### src/hw/rsp_pkg.sv
package rsp_pkg;
    // ----------------------------------------------------------------
    // bus and register map
    // ----------------------------------------------------------------
    localparam int ADDR_W = 8;
    localparam int DATA_W = 32;
    localparam logic [7:0] OFF_CTRL    = 8'h08;
    localparam logic [7:0] OFF_STATUS  = 8'h0C;
    localparam logic [7:0] OFF_DIVIDER = 8'h10;
    localparam logic [7:0] OFF_RELOAD  = 8'h14;
    localparam logic [7:0] OFF_PROTECT = 8'h24;
    localparam logic [7:0] OFF_CALIB   = 8'h3C;
    // ----------------------------------------------------------------
    // field positions
    // ----------------------------------------------------------------
    localparam int ST_WR_ALLOWED = 2;
    localparam int ST_INIT_READY = 6;
    localparam int ST_INIT_EN    = 7;
    localparam int ST_ALARM      = 8;
    localparam int ST_WAKEUP     = 10;
    localparam int ST_TSTAMP     = 11;
    localparam int ST_TS_OVR     = 12;
    localparam int ST_TAMPER0    = 13;
    localparam int ST_RECAL      = 16;
    localparam int CT_WU_SEL_LSB = 0;
    localparam int CT_WU_EN      = 10;
    localparam int DV_SYNC_LSB   = 0;
    localparam int DV_ASYNC_LSB  = 16;
    localparam int ASYNC_W       = 7;
    localparam int SYNC_W        = 15;
    localparam int RELOAD_W      = 16;
    localparam int CALIB_W       = 16;
    localparam int TAMPER_N      = 3;
    // ----------------------------------------------------------------
    // reset values and keys
    // ----------------------------------------------------------------
    localparam logic [31:0] DIVIDER_RST = 32'h007F00FF;
    localparam logic [31:0] RELOAD_RST  = 32'h0000FFFF;
    // unlock keys: arbitrary values
    localparam logic [15:0] KEY_FIRST   = 16'h00A5;
    localparam logic [15:0] KEY_SECOND  = 16'h005A;
    // ----------------------------------------------------------------
    // timing in source-clock ticks
    // ----------------------------------------------------------------
    localparam int INIT_DELAY_TICKS = 2;
    localparam int WA_DELAY_TICKS   = 2;

    typedef enum logic [1:0] {
        RSP_LOCKED = 2'b00,
        RSP_KEY1   = 2'b01,
        RSP_OPEN   = 2'b10
    } rsp_lock_t;
endpackage

### src/hw/rsp_tick_if.sv
`timescale 1ns/10ps
interface rsp_tick_if;
    logic src_tick;
    logic halt;
    logic divided_tick;
    logic second_tick;
    modport src  (input src_tick, input halt, output divided_tick, output second_tick);
    modport sink (input src_tick, input divided_tick, input second_tick);
endinterface

### src/hw/rsp_prescaler.sv
`timescale 1ns/10ps
module rsp_prescaler
    import rsp_pkg::*;
#(
    parameter int AW = rsp_pkg::ASYNC_W,
    parameter int SW = rsp_pkg::SYNC_W
) (
    input  wire logic          clk_sys,
    input  wire logic          rst,
    input  wire logic          ce,
    input  wire logic [AW-1:0] async_divider,
    input  wire logic [SW-1:0] sync_divider,
    rsp_tick_if.src            ti
);
    logic [AW-1:0] a_cnt;
    logic [SW-1:0] s_cnt;
    logic          a_wrap;
    logic          s_wrap;

    assign a_wrap = ti.src_tick && (a_cnt == '0);
    assign s_wrap = a_wrap && (s_cnt == '0);

    // counters reload while halted, so counting restarts from new values
    always_ff @(posedge clk_sys) begin
        if (rst || (ce && ti.halt)) begin
            a_cnt           <= async_divider;
            s_cnt           <= sync_divider;
            ti.divided_tick <= 1'b0;
            ti.second_tick  <= 1'b0;
        end else if (ce) begin
            ti.divided_tick <= a_wrap;
            ti.second_tick  <= s_wrap;
            if (ti.src_tick) begin
                a_cnt <= a_wrap ? async_divider : a_cnt - 1'b1;
            end
            if (a_wrap) begin
                s_cnt <= s_wrap ? sync_divider : s_cnt - 1'b1;
            end
        end
    end
endmodule

### src/hw/rsp_wakeup.sv
`timescale 1ns/10ps
module rsp_wakeup
    import rsp_pkg::*;
#(
    parameter int RW = rsp_pkg::RELOAD_W
) (
    input  wire logic          clk_sys,
    input  wire logic          rst,
    input  wire logic          ce,
    input  wire logic          enable,
    input  wire logic [2:0]    clock_select,
    input  wire logic [RW-1:0] reload,
    rsp_tick_if.sink           ti,
    output logic               expire,
    output logic               write_allowed
);
    logic [3:0]                    pre_cnt;
    logic                          count_tick;
    logic [RW:0]                   reload_full;
    logic [RW:0]                   cnt;
    logic                          running;
    logic [WA_DELAY_TICKS-1:0]     en_pipe;

    // source/16, /8, /4, /2, then second tick
    assign count_tick = clock_select[2] ? ti.second_tick :
                        (ti.src_tick && (pre_cnt | ~(4'hF >> clock_select[1:0])) == 4'hF);
    assign reload_full = clock_select[2] ? {clock_select[1], reload}
                                         : {1'b0, reload};

    always_ff @(posedge clk_sys) begin
        if (rst) begin
            pre_cnt <= 4'h0;
            en_pipe <= '0;
        end else if (ce && ti.src_tick) begin
            pre_cnt <= pre_cnt + 4'h1;
            en_pipe <= {en_pipe[WA_DELAY_TICKS-2:0], enable};
        end
    end

    assign write_allowed = ~en_pipe[WA_DELAY_TICKS-1];

    always_ff @(posedge clk_sys) begin
        if (rst) begin
            cnt     <= '0;
            running <= 1'b0;
            expire  <= 1'b0;
        end else if (ce) begin
            expire <= 1'b0;
            if (!enable) begin
                running <= 1'b0;
            end else if (!running) begin
                cnt     <= reload_full;
                running <= 1'b1;
            end else if (count_tick) begin
                if (cnt == '0) begin
                    expire <= 1'b1;
                    cnt    <= reload_full;
                end else begin
                    cnt <= cnt - 1'b1;
                end
            end
        end
    end
endmodule

### src/hw/rsp_top.sv
`timescale 1ns/10ps
// Behaviour
// init ready shows initialization state
// init mode halts counting, restarts fresh
// alarm match sets flag, zero clears
// wakeup zero sets flag, zero clears
// software clears wakeup flag early enough
// timestamp event sets flag, zero clears
// timestamp while flagged sets overrun flag
// software clears overrun after timestamp flag
// three tamper inputs, three sticky flags
// calibration write sets pending, locks register
// divider writable only in init, unlocked
// software writes divider in two accesses
// two-stage divider produces second tick
// reload writable only when allowed, unlocked
// wakeup flag every reload period
// top select bit widens counter to 17
// first wakeup one full period after enable
// software avoids zero reload at div2
// write-allowed follows enable by two ticks
// writing one keeps flag, reserved reads zero
module rsp_top
    import rsp_pkg::*;
(
    input  wire logic                          clk_sys,
    input  wire logic                          rst,
    input  wire logic                          ce,
    input  wire logic [rsp_pkg::ADDR_W-1:0]    addr,
    input  wire logic [rsp_pkg::DATA_W-1:0]    wdata,
    input  wire logic                          wr,
    input  wire logic                          rd,
    output logic      [rsp_pkg::DATA_W-1:0]    rdata,
    input  wire logic                          rtc_source_clock,
    input  wire logic                          alarm_match,
    input  wire logic                          timestamp_pin,
    input  wire logic [rsp_pkg::TAMPER_N-1:0]  tamper_pin,
    input  wire logic                          calib_applied,
    output logic                               second_tick,
    output logic                               divided_tick,
    output logic                               calendar_halt,
    output logic      [rsp_pkg::CALIB_W-1:0]   calib_value,
    output logic                               wakeup_expired_flag,
    output logic                               alarm_match_flag
);
    // ----------------------------------------------------------------
    // declarations
    // ----------------------------------------------------------------
    rsp_tick_if ti ();

    logic [2:0]                src_sync;
    logic [1:0]                ts_sync;
    logic                      ts_last;
    logic [TAMPER_N-1:0]       tp_sync0;
    logic [TAMPER_N-1:0]       tp_sync1;
    logic [TAMPER_N-1:0]       tp_last;
    logic                      src_tick;
    logic                      ts_event;
    logic [TAMPER_N-1:0]       tp_event;

    rsp_lock_t                 lock_state;
    rsp_lock_t                 next_lock_state;
    logic                      unlocked;

    logic                      init_mode_enable;
    logic                      init_ready_flag;
    logic [1:0]                init_delay;
    logic [2:0]                wakeup_clock_select;
    logic                      wakeup_timer_enable;
    logic [ASYNC_W-1:0]        async_divider;
    logic [SYNC_W-1:0]         sync_divider;
    logic [RELOAD_W-1:0]       wakeup_reload;
    logic [CALIB_W-1:0]        calib_reg;

    logic                      timestamp_flag;
    logic                      timestamp_overrun_flag;
    logic [TAMPER_N-1:0]       tamper_flags;
    logic                      recal_pending_flag;
    logic                      wakeup_write_allowed_flag;
    logic                      wakeup_expire;

    logic                      wr_ctrl;
    logic                      wr_status;
    logic                      wr_divider;
    logic                      wr_reload;
    logic                      wr_protect;
    logic                      wr_calib;
    logic [DATA_W-1:0]         status_word;
    logic [DATA_W-1:0]         ctrl_word;
    logic [DATA_W-1:0]         divider_word;
    logic [DATA_W-1:0]         next_rdata;

    // ----------------------------------------------------------------
    // helpers
    // ----------------------------------------------------------------
    function automatic logic sel(input logic [ADDR_W-1:0] a, input logic [7:0] off);
        sel = (a == off);
    endfunction

    // hardware set wins over a software zero; a one leaves the flag
    function automatic logic rcw0(input logic flag, input logic set,
                                  input logic clr_wr, input logic bitval);
        rcw0 = set || (flag && !(clr_wr && !bitval));
    endfunction

    // ----------------------------------------------------------------
    // pin synchronisers and edge detection
    // ----------------------------------------------------------------
    always_ff @(posedge clk_sys) begin
        if (rst) begin
            src_sync <= 3'h0;
            ts_sync  <= 2'h0;
            ts_last  <= 1'b0;
            tp_sync0 <= '0;
            tp_sync1 <= '0;
            tp_last  <= '0;
        end else if (ce) begin
            src_sync <= {src_sync[1:0], rtc_source_clock};
            ts_sync  <= {ts_sync[0], timestamp_pin};
            ts_last  <= ts_sync[1];
            tp_sync0 <= tamper_pin;
            tp_sync1 <= tp_sync0;
            tp_last  <= tp_sync1;
        end
    end

    assign src_tick = ce && src_sync[1] && !src_sync[2];
    assign ts_event = ce && ts_sync[1] && !ts_last;
    assign tp_event = {TAMPER_N{ce}} & tp_sync1 & ~tp_last;

    // ----------------------------------------------------------------
    // address decode
    // ----------------------------------------------------------------
    assign wr_ctrl    = wr && ce && sel(addr, OFF_CTRL) && unlocked;
    assign wr_status  = wr && ce && sel(addr, OFF_STATUS);
    assign wr_divider = wr && ce && sel(addr, OFF_DIVIDER)
                        && init_ready_flag && unlocked;
    assign wr_reload  = wr && ce && sel(addr, OFF_RELOAD)
                        && wakeup_write_allowed_flag && unlocked;
    assign wr_protect = wr && ce && sel(addr, OFF_PROTECT);
    assign wr_calib   = wr && ce && sel(addr, OFF_CALIB)
                        && unlocked && !recal_pending_flag;

    // ----------------------------------------------------------------
    // write protection
    // ----------------------------------------------------------------
    assign unlocked = (lock_state == RSP_OPEN);

    always_comb begin
        next_lock_state = lock_state;
        if (wr_protect) begin
            unique case (lock_state)
                RSP_LOCKED: begin
                    next_lock_state = (wdata[15:0] == KEY_FIRST) ? RSP_KEY1 : RSP_LOCKED;
                end
                RSP_KEY1: begin
                    next_lock_state = (wdata[15:0] == KEY_SECOND) ? RSP_OPEN : RSP_LOCKED;
                end
                RSP_OPEN: begin
                    next_lock_state = RSP_LOCKED;
                end
                default: begin
                    next_lock_state = RSP_LOCKED;
                end
            endcase
        end
    end

    always_ff @(posedge clk_sys) begin
        if (rst) begin
            lock_state <= RSP_LOCKED;
        end else if (ce) begin
            lock_state <= next_lock_state;
        end
    end

    // ----------------------------------------------------------------
    // control and configuration registers
    // ----------------------------------------------------------------
    always_ff @(posedge clk_sys) begin
        if (rst) begin
            wakeup_clock_select <= 3'h0;
            wakeup_timer_enable <= 1'b0;
        end else if (wr_ctrl) begin
            wakeup_clock_select <= wdata[CT_WU_SEL_LSB +: 3];
            wakeup_timer_enable <= wdata[CT_WU_EN];
        end
    end

    always_ff @(posedge clk_sys) begin
        if (rst) begin
            async_divider <= DIVIDER_RST[DV_ASYNC_LSB +: ASYNC_W];
            sync_divider  <= DIVIDER_RST[DV_SYNC_LSB +: SYNC_W];
        end else if (wr_divider) begin
            async_divider <= wdata[DV_ASYNC_LSB +: ASYNC_W];
            sync_divider  <= wdata[DV_SYNC_LSB +: SYNC_W];
        end
    end

    always_ff @(posedge clk_sys) begin
        if (rst) begin
            wakeup_reload <= RELOAD_RST[RELOAD_W-1:0];
        end else if (wr_reload) begin
            wakeup_reload <= wdata[RELOAD_W-1:0];
        end
    end

    always_ff @(posedge clk_sys) begin
        if (rst) begin
            calib_reg <= '0;
        end else if (wr_calib) begin
            calib_reg <= wdata[CALIB_W-1:0];
        end
    end

    assign calib_value = calib_reg;

    // ----------------------------------------------------------------
    // initialization mode
    // ----------------------------------------------------------------
    always_ff @(posedge clk_sys) begin
        if (rst) begin
            init_mode_enable <= 1'b0;
        end else if (wr_status && unlocked) begin
            init_mode_enable <= wdata[ST_INIT_EN];
        end
    end

    // ready only after the enable has settled in the source domain
    always_ff @(posedge clk_sys) begin
        if (rst) begin
            init_delay      <= 2'h0;
            init_ready_flag <= 1'b0;
        end else if (ce) begin
            if (!init_mode_enable) begin
                init_delay      <= 2'h0;
                init_ready_flag <= 1'b0;
            end else if (src_tick && !init_ready_flag) begin
                init_delay      <= init_delay + 2'h1;
                init_ready_flag <= (init_delay == 2'(INIT_DELAY_TICKS - 1));
            end
        end
    end

    // ----------------------------------------------------------------
    // prescaler and wakeup timer
    // ----------------------------------------------------------------
    assign ti.src_tick    = src_tick;
    assign ti.halt        = init_mode_enable;
    assign second_tick    = ti.second_tick;
    assign divided_tick   = ti.divided_tick;
    assign calendar_halt  = init_mode_enable;

    rsp_prescaler #(
        .AW (ASYNC_W),
        .SW (SYNC_W)
    ) u_prescaler (
        .clk_sys       (clk_sys),
        .rst           (rst),
        .ce            (ce),
        .async_divider (async_divider),
        .sync_divider  (sync_divider),
        .ti            (ti.src)
    );

    rsp_wakeup #(
        .RW (RELOAD_W)
    ) u_wakeup (
        .clk_sys       (clk_sys),
        .rst           (rst),
        .ce            (ce),
        .enable        (wakeup_timer_enable),
        .clock_select  (wakeup_clock_select),
        .reload        (wakeup_reload),
        .ti            (ti.sink),
        .expire        (wakeup_expire),
        .write_allowed (wakeup_write_allowed_flag)
    );

    // ----------------------------------------------------------------
    // status flags
    // ----------------------------------------------------------------
    always_ff @(posedge clk_sys) begin
        if (rst) begin
            alarm_match_flag       <= 1'b0;
            wakeup_expired_flag    <= 1'b0;
            timestamp_flag         <= 1'b0;
            timestamp_overrun_flag <= 1'b0;
        end else if (ce) begin
            alarm_match_flag       <= rcw0(alarm_match_flag, alarm_match,
                                           wr_status, wdata[ST_ALARM]);
            wakeup_expired_flag    <= rcw0(wakeup_expired_flag, wakeup_expire,
                                           wr_status, wdata[ST_WAKEUP]);
            timestamp_flag         <= rcw0(timestamp_flag, ts_event,
                                           wr_status, wdata[ST_TSTAMP]);
            timestamp_overrun_flag <= rcw0(timestamp_overrun_flag,
                                           ts_event && timestamp_flag,
                                           wr_status, wdata[ST_TS_OVR]);
        end
    end

    genvar gi;
    generate
        for (gi = 0; gi < TAMPER_N; gi++) begin : g_tamper
            always_ff @(posedge clk_sys) begin
                if (rst) begin
                    tamper_flags[gi] <= 1'b0;
                end else if (ce) begin
                    tamper_flags[gi] <= rcw0(tamper_flags[gi], tp_event[gi],
                                             wr_status, wdata[ST_TAMPER0 + gi]);
                end
            end
        end
    endgenerate

    // pending until the consumer reports the new setting in use
    always_ff @(posedge clk_sys) begin
        if (rst) begin
            recal_pending_flag <= 1'b0;
        end else if (ce) begin
            if (wr_calib) begin
                recal_pending_flag <= 1'b1;
            end else if (calib_applied) begin
                recal_pending_flag <= 1'b0;
            end
        end
    end

    // ----------------------------------------------------------------
    // read back
    // ----------------------------------------------------------------
    always_comb begin
        status_word                          = '0;
        status_word[ST_WR_ALLOWED]           = wakeup_write_allowed_flag;
        status_word[ST_INIT_READY]           = init_ready_flag;
        status_word[ST_INIT_EN]              = init_mode_enable;
        status_word[ST_ALARM]                = alarm_match_flag;
        status_word[ST_WAKEUP]               = wakeup_expired_flag;
        status_word[ST_TSTAMP]               = timestamp_flag;
        status_word[ST_TS_OVR]               = timestamp_overrun_flag;
        status_word[ST_TAMPER0 +: TAMPER_N]  = tamper_flags;
        status_word[ST_RECAL]                = recal_pending_flag;
    end

    always_comb begin
        ctrl_word                            = '0;
        ctrl_word[CT_WU_SEL_LSB +: 3]        = wakeup_clock_select;
        ctrl_word[CT_WU_EN]                  = wakeup_timer_enable;
    end

    always_comb begin
        divider_word                         = '0;
        divider_word[DV_ASYNC_LSB +: ASYNC_W] = async_divider;
        divider_word[DV_SYNC_LSB +: SYNC_W]   = sync_divider;
    end

    assign next_rdata = sel(addr, OFF_CTRL)    ? ctrl_word :
                        sel(addr, OFF_STATUS)  ? status_word :
                        sel(addr, OFF_DIVIDER) ? divider_word :
                        sel(addr, OFF_RELOAD)  ? {{(DATA_W-RELOAD_W){1'b0}}, wakeup_reload} :
                        sel(addr, OFF_CALIB)   ? {{(DATA_W-CALIB_W){1'b0}}, calib_reg} :
                        '0;

    always_ff @(posedge clk_sys) begin
        if (rst) begin
            rdata <= '0;
        end else if (ce) begin
            rdata <= rd ? next_rdata : '0;
        end
    end
endmodule

### config.mk
export PLATFORM = sky130hd
export DESIGN_NAME = rsp_top
export DESIGN_NICKNAME = d
export VERILOG_FILES = /design/src/hw/rsp_pkg.sv /design/src/hw/rsp_tick_if.sv /design/src/hw/rsp_prescaler.sv /design/src/hw/rsp_wakeup.sv /design/src/hw/rsp_top.sv
export SDC_FILE = /design/constraint.sdc
export NUM_CORES = 1
export LEC_CHECK = 0
export BUFFER_PORTS_ARGS = -buffer_cell sky130_fd_sc_hd__buf_2
export CELL_PAD_IN_SITES_DETAIL_PLACEMENT = 1
export CELL_PAD_IN_SITES_GLOBAL_PLACEMENT = 2
export CORE_AREA = 4 4 160 162
export CTS_BUF_LIST = sky130_fd_sc_hd__clkbuf_8
export DETAILED_ROUTE_END_ITERATION = 8
export DIE_AREA = 0 0 164 166
export HOLD_SLACK_MARGIN = 0.1
export PLACE_DENSITY_LB_ADDON = 0.1
export SLEW_MARGIN = 0
export SYNTH_ARGS = -nofsm -noshare
export SYNTH_HDL_FRONTEND = slang
export SYNTH_HIERARCHICAL = 1
export SYNTH_SLANG_ARGS = --single-unit
### constraint.sdc
create_clock -name clk_sys -period 11.1 [get_ports clk_sys]
set_input_delay 2.22 -clock clk_sys [delete_from_list [all_inputs] [get_ports clk_sys]]
set_output_delay 2.22 -clock clk_sys [all_outputs]
set_load 0.03 [all_outputs]
==> metrics list, run 1 <==
- The share of synthesized area in the top cell type comes to 0.338.
* Violation count after the first detailed-route iteration: 384
- Worst-path cell chain: buf_2 > and3b_1 > nand2b_1 > or4_4 > o31a_1 > mux2_4
- Gate count after technology mapping: 872
- Of the cells placed in the final design, the portion with a size suffix greater than 1 is 0.224.
- At the end of the flow the core is filled with cells to 0.372.
- The commonest cells after synthesis are dfxtp_1 (137), a21oi_1 (92), nor2_1 (86).
- Worst r2r src: u_prescaler/a_cnt[0]$_DFFE_PP_
- Worst Clk Skew: 0.0154 ns
- Final routed wirelength across all metal layers: 25500 um
- Across the VDD grid, the largest voltage drop is 0.0564 mV.
- The initial antenna violation count came to 0.
* Hold/Removal Path Class: reg2reg
- For this run the aggregate overflow at the end of global routing stands at 0.
- Critical Path Sink Type: flip-flop
- Number of iterations in the first detailed-routing pass: 4
- The synthesized design contains 159 register bits.
- The largest total area in the synthesized netlist belongs to dfxtp_1.
- Headroom to the max-slew limit came out at 0.224.
- A synthesized cell averages 9.31 um^2.
- First-pass GRT wire length: 39700 um
* Type of the worst setup path: in2reg
- Slowest stage cell, crit path: o31a_1
* Io pins: 105
* Maximum level of the CTS H-tree: 4
* Root Driver: clkbuf_8
- Cell class contributing the biggest share of worst-path delay: simple AND/OR/NAND/NOR gates
- At the later pin of the worst-skew pair, clock insertion delay measures 0.46 ns.
- Number of buffers created by CTS: 17
- Area growth from synthesis to final layout: 10.4%
* CTS Buffer Depth: 2
* Number of input and output port buffers inserted: 86
- Once the clock tree was built, the setup fixing pass inserted 0 buffers.
- Yosys mapped a number of flops with a built-in enable equal to 22.
- Yosys printed 6 warnings.
- Die extent in x: 164 um
- Across the run, the number of max-cap violations was 0.
- For the pin with the worst max-slew slack, the measured transition is 1.16 ns.
* Min Tclk post-route: 4.49 ns
* Largest stage delay on the critical path: 0.59 ns
* Vias/cell: 5.33
- The run finished with clean final reports.
* Vias in the first global route: 6829
- Gates resized during post-CTS repair numbered 0.
* Largest net degree at the start of global routing: 73
- Data arrives at the worst endpoint at 4.71 ns.
- For this design the static power due to leakage is 3.21 nW.
- After the last flow step, the layout net total stands at 983.
- Worst setup path startpoint: ce
- The mapped netlist covers 8120 um^2.
- Post-CTS Hold Fix Bufs: 0
- Derived from the worst setup path, the maximum achievable clock frequency is 223 MHz.
- The number of failing hold endpoints at the final stage came to 0.
- Post-detailed-route count of antenna-violating nets: 0
* Sequential-to-total area share from yosys stat: 0.419
- After floorplanning, the core was sized to cover 24100 um^2.
- TritonCTS built the clock tree.
- Ranking of synthesized cells by area: dfxtp_1 (34%), edfxtp_1 (8.1%), a21oi_1 (5.7%), nor2_1 (4.0%), mux2i_1 (3.5%)
* Antenna diode instance count: 0
- Number of pins exceeding their max-slew limit in the final report: 0
- Remaining routing DRC violations: 0
* Initial Util: 0.337
* Final period util: 0.405
- Dividing total power by cell area gives a power density of 128 nW/um^2.
- For the final routed database, the setup TNS stands at 0 ns.
* Die Y: 166 um
- At the end of routability-driven placement, the weighted congestion stood at 0.783.
- dfxtp_1 is the most common cell in the netlist.
- Once detailed placement completed, the half-perimeter wirelength came to 18400 um.
* Total routing usage reported by global routing: 0.187
- Clock net sink count: 159
- Die area: 27200 um^2
- Post-synth cell types: 79
* Crit path buf inv count: 1
- Clock-pin slew on the worst setup and hold paths: 0.10 ns
* Count of standard-cell rows: 57
- Critical Path Fanout Max: 25
- Total number of vias: 6716
- Final setup viols: 0
- Required arrival time at the worst endpoint: 11.32 ns
- Share of synthesized registers carrying an async set or reset: 0
- In the final routed layout, each cell accounts on average for 20.2 um.
- Unrepaired setup endpoints after global routing: no
- Source of the worst hold timing path: init_delay[1]$_SDFFE_PP0P_
- The worst setup path is launched from a primary input.
- Top FF cell, synth: dfxtp_1
flip-flops by register name, indices dropped and copies added (netlist names), 4 cells and up:
| register | cells |
|---|---|
| u_prescaler/s_cnt | 15 |
| calib_value | 16 |
| wakeup_reload | 16 |
| u_wakeup/cnt | 17 |
| rdata | 23 |
| sync_divider | 15 |
| async_divider | 7 |
| u_prescaler/a_cnt | 7 |
| u_wakeup/pre_cnt | 4 |
layout make-up:
| type | count | area [um^2] |
|---|---|---|
| multi-input cells | 638 | 4180 |
| repair buffers | 93 | 485 |
| inverters | 15 | 56.3 |
| clock inverters | 15 | 198 |
| flip-flops and latches | 159 | 3400 |
| well taps | 324 | 405 |
| clock buffers | 17 | 234 |
| fillers | 2843 | 15100 |
placed cells by master (no fill, tap or decap), types with 5 or more instances in the layout:
cell      netlist  layout
a21oi_1        92      92
xnor2_1        12      12
nand2_1        67      67
a32o_1          5       5
conb_1          1       9
nand4_1         9       9
or3_1           6       6
a21oi_2        26      26
nor2_1         86      86
o21ai_1         8       8
nor2b_1        18      18
inv_1          15      15
clkbuf_8        6      17
buf_2           8      85
dfxtp_1       137     137
inv_6           0       7
nor3_1         51      51
ha_1            7       7
mux2_4          9       9
mux2_2         11      11
a22oi_1         6       6
mux2i_1        28      28
nand3b_1        9       9
nand4b_1        8       8
nand3_1        13      13
o21ai_0        29      29
nor4_4          4       5
xor2_1          7       7
nor4_1          7       7
a22o_1          9       9
edfxtp_1       22      22
nand2b_1       15      15
buf_4          15       8
logic make-up (layout without fill, tap and decap cells):
kind of cell	count (synthesis)	count (layout)	synth area share
and+or+nand+nor	338	338	0.232
AOI/OAI and AO/OA	217	217	0.180
buffers and inverters	83	140	0.0704
xor gates and xnor gates	19	19	0.0205
adders and majority gates	7	7	0.0108
muxes	48	48	0.0664
DFF	159	159	0.419
other	1	9	0.000462
layer usage:
layer	global-route usage	wire length [um]
met1	0.263	12300
met2	0.292	11900
met3	0.0350	911
met4	0.0529	418
met5	0	0
metrics by stage:
| stage | power [W] | area [um^2] | std cells | setup slack, ns | hold slack (ns) |
|---|---|---|---|---|---|
| finish | 0.00115 | 8960 | 1261 | 6.61 | 0.463 |
| global route | 0.00120 | 8960 | 1261 | 6.49 | 0.494 |
| CTS | 0.00116 | 8960 | 1261 | 6.59 | 0.469 |
| detailed placement | 0.000683 | 8530 | 1229 | 6.09 | 0.456 |
| global placement | 0.000681 | 8530 | 1229 | 6.15 | 0.439 |
| floorplan | 0.000662 | 8150 | 880 | 6.06 | 0.429 |
worst min-delay path: stages, from the launching register on:
cell,delay (ns)
dfxtp_1,0.32
nand2_1,0.05
a21oi_1,0.05
final timing paths:
path,end,slack [ns],depth (start not counted)
setup / recovery,u_prescaler/s_cnt[11]$_DFFE_PP_,6.61,6
hold / removal,init_delay[1]$_SDFFE_PP0P_,0.46,2
setup reg to reg,u_prescaler/s_cnt[11]$_DFFE_PP_,8.24,6
hold reg to reg,init_delay[1]$_SDFFE_PP0P_,0.46,2
report_power, final:
part	leakage (nW)	total (W)	switching, W	internal, W
logic	1.69	0.0000763	0.0000521	0.0000242
registers	1.30	0.000593	0.00000437	0.000589
clock network	0.219	0.000478	0.000248	0.000231
total	3.21	0.00115	0.000304	0.000843
Note: power is estimated with default switching activity, not from simulation.
==> run 2, diff against run 1 <==
Settings changed: ABC_AREA set to 1, CORE_AREA 4 4 160 162 to 4 4 161 163, DIE_AREA 0 0 164 166 to 0 0 165 167.
Clock period 11.1 ns to 4.3 ns, I/O delays scaled along.
==> metrics list, run 2 <==
- Portion of synthesized cell area occupied by the leading cell type: 0.334 (-0.00381)
* Violation count after the first detailed-route iteration: 365 (-4.9%)
* YS warnings: 6 (unchanged)
* Outcome: finished, final reports clean
- The wire length of the first global-routing pass came to 42800 um (+7.8%).
- Final routed wirelength across all metal layers: 26900 um (+5.4%)
- The detailed-placement wirelength estimate came to 20100 um (+9.3%).
* Worst rel slew slack: 0.343 (+0.119)
- The layout cell share with drive strength beyond 1 came to 0.161 (-0.0636).
* Measured slew at the worst slew-check pin: 0.985 ns (-0.175 ns)
- The total net switching power came to 0.000842 W (+180%).
- The cell area reported after detailed placement came to 8830 um^2 (+3.4%).
- Final period util: 0.572
* Ranking of synthesized cells by area: dfxtp_1 (33%), nand2_1 (14%), edfxtp_1 (8.0%), nor2_1 (6.1%), inv_1 (6.0%)
- Count of instances resized after the clock tree is built: 0 (unchanged)
- The data arrival time of the critical path came to 2.79 ns (-1.92 ns).
* Unrepaired setup endpoints after global routing: no
- The worst-case vdd ir drop is 0.204 mV (+260%).
- Clock-pin slew on the worst setup and hold paths: 0.10 ns (about the same)
- Largest reg by FF count: rdata
- Total global routing overflow: 0 (unchanged)
- Most common cell after layout, fill and taps aside: nand2_1
* Number of cells after detailed placement: 1538 (+25%)
- The register share of total power came to 0.530 (+0.013).
* Worst setup slack before clock tree synthesis: 1.36 ns (-4.73 ns)
- Worst reg2reg endpoint: u_prescaler/s_cnt[11]$_DFFE_PP_
- Fmax achieved: 407 MHz
- The worst clock skew is 0.0183 ns (+0.00290 ns).
* Largest stage delay on the critical path: 0.63 ns (+0.04 ns)
- The routed wire length per instance was 17.1 um (-15%).
* Total power per unit cell area: 316 nW/um^2 (+150%)
- The number of distinct library cells after synthesis is 43 (-46%).
- Following the worst setup path forward leads to its endpoint at sync_divider[0]$_SDFFE_PP1P_.
* Util after Layout: 0.379 (+0.00758)
- The maximum fanout along the worst path came to 18 (-28%).
* Remaining routing DRC violations: 0 (unchanged)
- Gate count after technology mapping: 1161 (+33%)
- The aggregate global-route resource usage is 0.199 (+0.0120).
* Final WS setup: 1.84 ns (-4.77 ns)
* Part of the total power dissipated in combinational logic: 0.070 (+0.004)
- Post-CTS Hold Fix Bufs: 0 (unchanged)
- Antenna diode instance count: 0 (unchanged)
- Vias/cell: 4.78 (-10%)
* Top FF cell, synth: dfxtp_1
- Die extent in x: 165 um (+0.61%)
- Top cell by count, worst path: nand2_1
* Element type at the critical path start: primary input
- Cell internal pwr: 0.00207 W (+150%)
- Final setup viols: 0 (unchanged)
- The register-to-register setup slack is 2.14 ns (-6.10 ns).
- The number of buffers added on ports is 86 (unchanged).
- The weighted congestion at the end of routability-driven global placement is 0.857 (+9.3%).
* Die Y: 167 um (+0.60%)
* CTS Buffer Depth: 2 (unchanged)
- Total number of vias: 7506 (+12%)
* Worst-path cell chain: buf_2 > nand2_1 > inv_1 > nand2_1 > nor3_4 > inv_4 > nand2_1 > o211ai_2
* Number of iterations in the first detailed-routing pass: 5 (+1)
- Maximum level of the CTS H-tree: 4 (unchanged)
- nand2_1 is the most common cell in the netlist.
- CTS tree: built
- The flip-flop and latch count after synthesis was 159 (unchanged).
- The async set or reset register ratio after synthesis is 0 (unchanged).
* Min Tclk post-route: 2.46 ns
- Critical Path Sink Type: flip-flop
- Switching Fraction: 0.289 (+0.0237)
- The relative contribution of the clock network to total power is 0.400 (-0.017).
- The number of buffers inserted during clock tree synthesis was 17 (unchanged).
- The cell sitting at the root of the clock tree is a clkbuf_8.
- The critical path starts at ce.
- The largest registers in the layout are rdata: 23 flops, u_wakeup/cnt: 17 flops.
- The number of buffers and inverters on the critical path is 3 (+2).
* Core box area: 24300 um^2 (+0.89%)
* Number of pins exceeding their max-slew limit in the final report: 0 (unchanged)
- Post-CTS setup buffer count: 0 (unchanged)
- Worst R2R Path Depth: 9 (+3)
- The pin count of the biggest net entering global routing was 52 (-29%).
- The clock net sink count came to 159 (unchanged).
- The depth of the critical timing path with buffers and inverters included is 8 (+2).
- Nets: 1292 (+31%)
* Worst r2r src: u_prescaler/a_cnt[0]$_DFFE_PP_
* Post-detailed-route count of antenna-violating nets: 0 (unchanged)
* Area growth from synthesis to final layout: 12.4%
- The number of fill cells is 3102 (+9.1%).
- Sequential-to-total area share from yosys stat: 0.415 (-0.00473)
* Die area: 27600 um^2 (+1.2%)
- The via count of the first global-routing pass came to 7577 (+11%).
- The worst setup path is of the in2reg kind.
- Ranked by instance count, the synthesized netlist is headed by nand2_1 (299), dfxtp_1 (137), nor2_1 (134).
- The per-instance average area after synthesis was 7.07 um^2 (-24%).
- The path class of the tightest hold or removal check is reg2reg.
- Biggest area consumer among synthesized cells: dfxtp_1
* Post-synth EDFFs: 22 (unchanged)
* Leakage power: 4.39 nW (+37%)
* Number of max-cap violations: 0 (unchanged)
* Top library cells by usage in the layout, fill and taps aside: nand2_1 (299), dfxtp_1 (137), nor2_1 (134)
- The post-route cell area is 9230 um^2 (+2.9%).
- The flip-flop count of the largest register, all copies and words added was 23 (unchanged).
- The initial core utilization was 0.338 (+0.000844).
- Non-filler instance count after layout: 1570 (+25%)
- Slowest stage cell, crit path: nor3_4
- Number of antenna violations at the first check in global routing: 0 (unchanged)
* Io pins: 105 (unchanged)
- The cell area after synthesis is 8210 um^2 (+1.1%).
- On the critical path the largest part of the delay comes from simple AND/OR/NAND/NOR gates.
- The accumulated negative setup slack came to 0 ns (unchanged).
- The clock insertion delay at the later pin of the skew report was 0.47 ns (about the same).
- Fin. Hold Viols: 0 (unchanged)
- The number of placement rows was 57 (unchanged).
* Required arrival time at the worst endpoint: 4.63 ns (-6.69 ns)
[run 2: cell families (layout without fill, tap and decap cells)]
logic type               after synthesis  in the layout  share of synthesized area
buffers and inverters                191            268                      0.104
flip-flops                           159            159                      0.415
adder cells (fa/ha/maj)                7              7                     0.0107
other                                  1              9                   0.000457
AND/OR/NAND/NOR                      599            599                      0.321
AO/OA/AOI/OAI                        189            189                      0.133
XOR/XNOR                              15             15                     0.0160
[run 2: per-layer routing]
| layer | vias up | GRT usage | share of wire |
|---|---|---|---|
| met5 | - | 0 | 0 |
| met4 | 0 | 0.0387 | 0.0096 |
| met3 | 13 | 0.0329 | 0.033 |
| met2 | 117 | 0.305 | 0.45 |
| met1 | 3526 | 0.294 | 0.51 |
| li1 | 3850 | - | - |
[run 2: area by class of cell]
class,instances,area [um^2],share of cell area
Clock buffer,17,234,0.0254
Clock inverter,15,168,0.0182
Inverter,139,524,0.0568
Multi-Input combinational cell,819,3980,0.431
Sequential cell,159,3400,0.369
Tap cell,324,405,0.0439
Timing Repair Buffer,97,513,0.0556
[run 2: tightest hold or removal path, cell delays in order (launching register included)]
cell and delay, ns:
dfxtp_1 0.32, nand2_1 0.06, a21oi_1 0.05
[run 2: worst min path at each step]
stage / slack, ns / from / endpoint / depth (start not counted)
6_report: 0.46 / tp_last[0]$_SDFFE_PP0P_ / tp_last[0]$_SDFFE_PP0P_ / 2
4_1_cts: 0.47 / tp_last[2]$_SDFFE_PP0P_ / tp_last[2]$_SDFFE_PP0P_ / 2
2_1_floorplan: 0.43 / init_delay[1]$_SDFFE_PP0P_ / init_delay[1]$_SDFFE_PP0P_ / 2
3_5_place_dp: 0.45 / tp_last[2]$_SDFFE_PP0P_ / tp_last[2]$_SDFFE_PP0P_ / 2
3_3_place_gp: 0.44 / tp_last[2]$_SDFFE_PP0P_ / tp_last[2]$_SDFFE_PP0P_ / 2
5_1_grt: 0.49 / init_delay[1]$_SDFFE_PP0P_ / init_delay[1]$_SDFFE_PP0P_ / 2
[run 2: power by group through the flow]
stage                     sequential [W]  combinational [W]  clock [W]
after floorplan                  0.00158           0.000132          0
after global placement           0.00158           0.000206          0
after detailed placement         0.00158           0.000207          0
after CTS                        0.00155           0.000208    0.00120
after global routing             0.00155           0.000230    0.00126
final                            0.00155           0.000204    0.00117
[run 2: per-stage QoR]
| step | power (W) | hold slack [ns] |
|---|---|---|
| after floorplan | 0.00171 | 0.433 |
| after global placement | 0.00179 | 0.443 |
| after detailed placement | 0.00179 | 0.452 |
| after CTS | 0.00296 | 0.469 |
| after global routing | 0.00304 | 0.493 |
| final | 0.00292 | 0.463 |
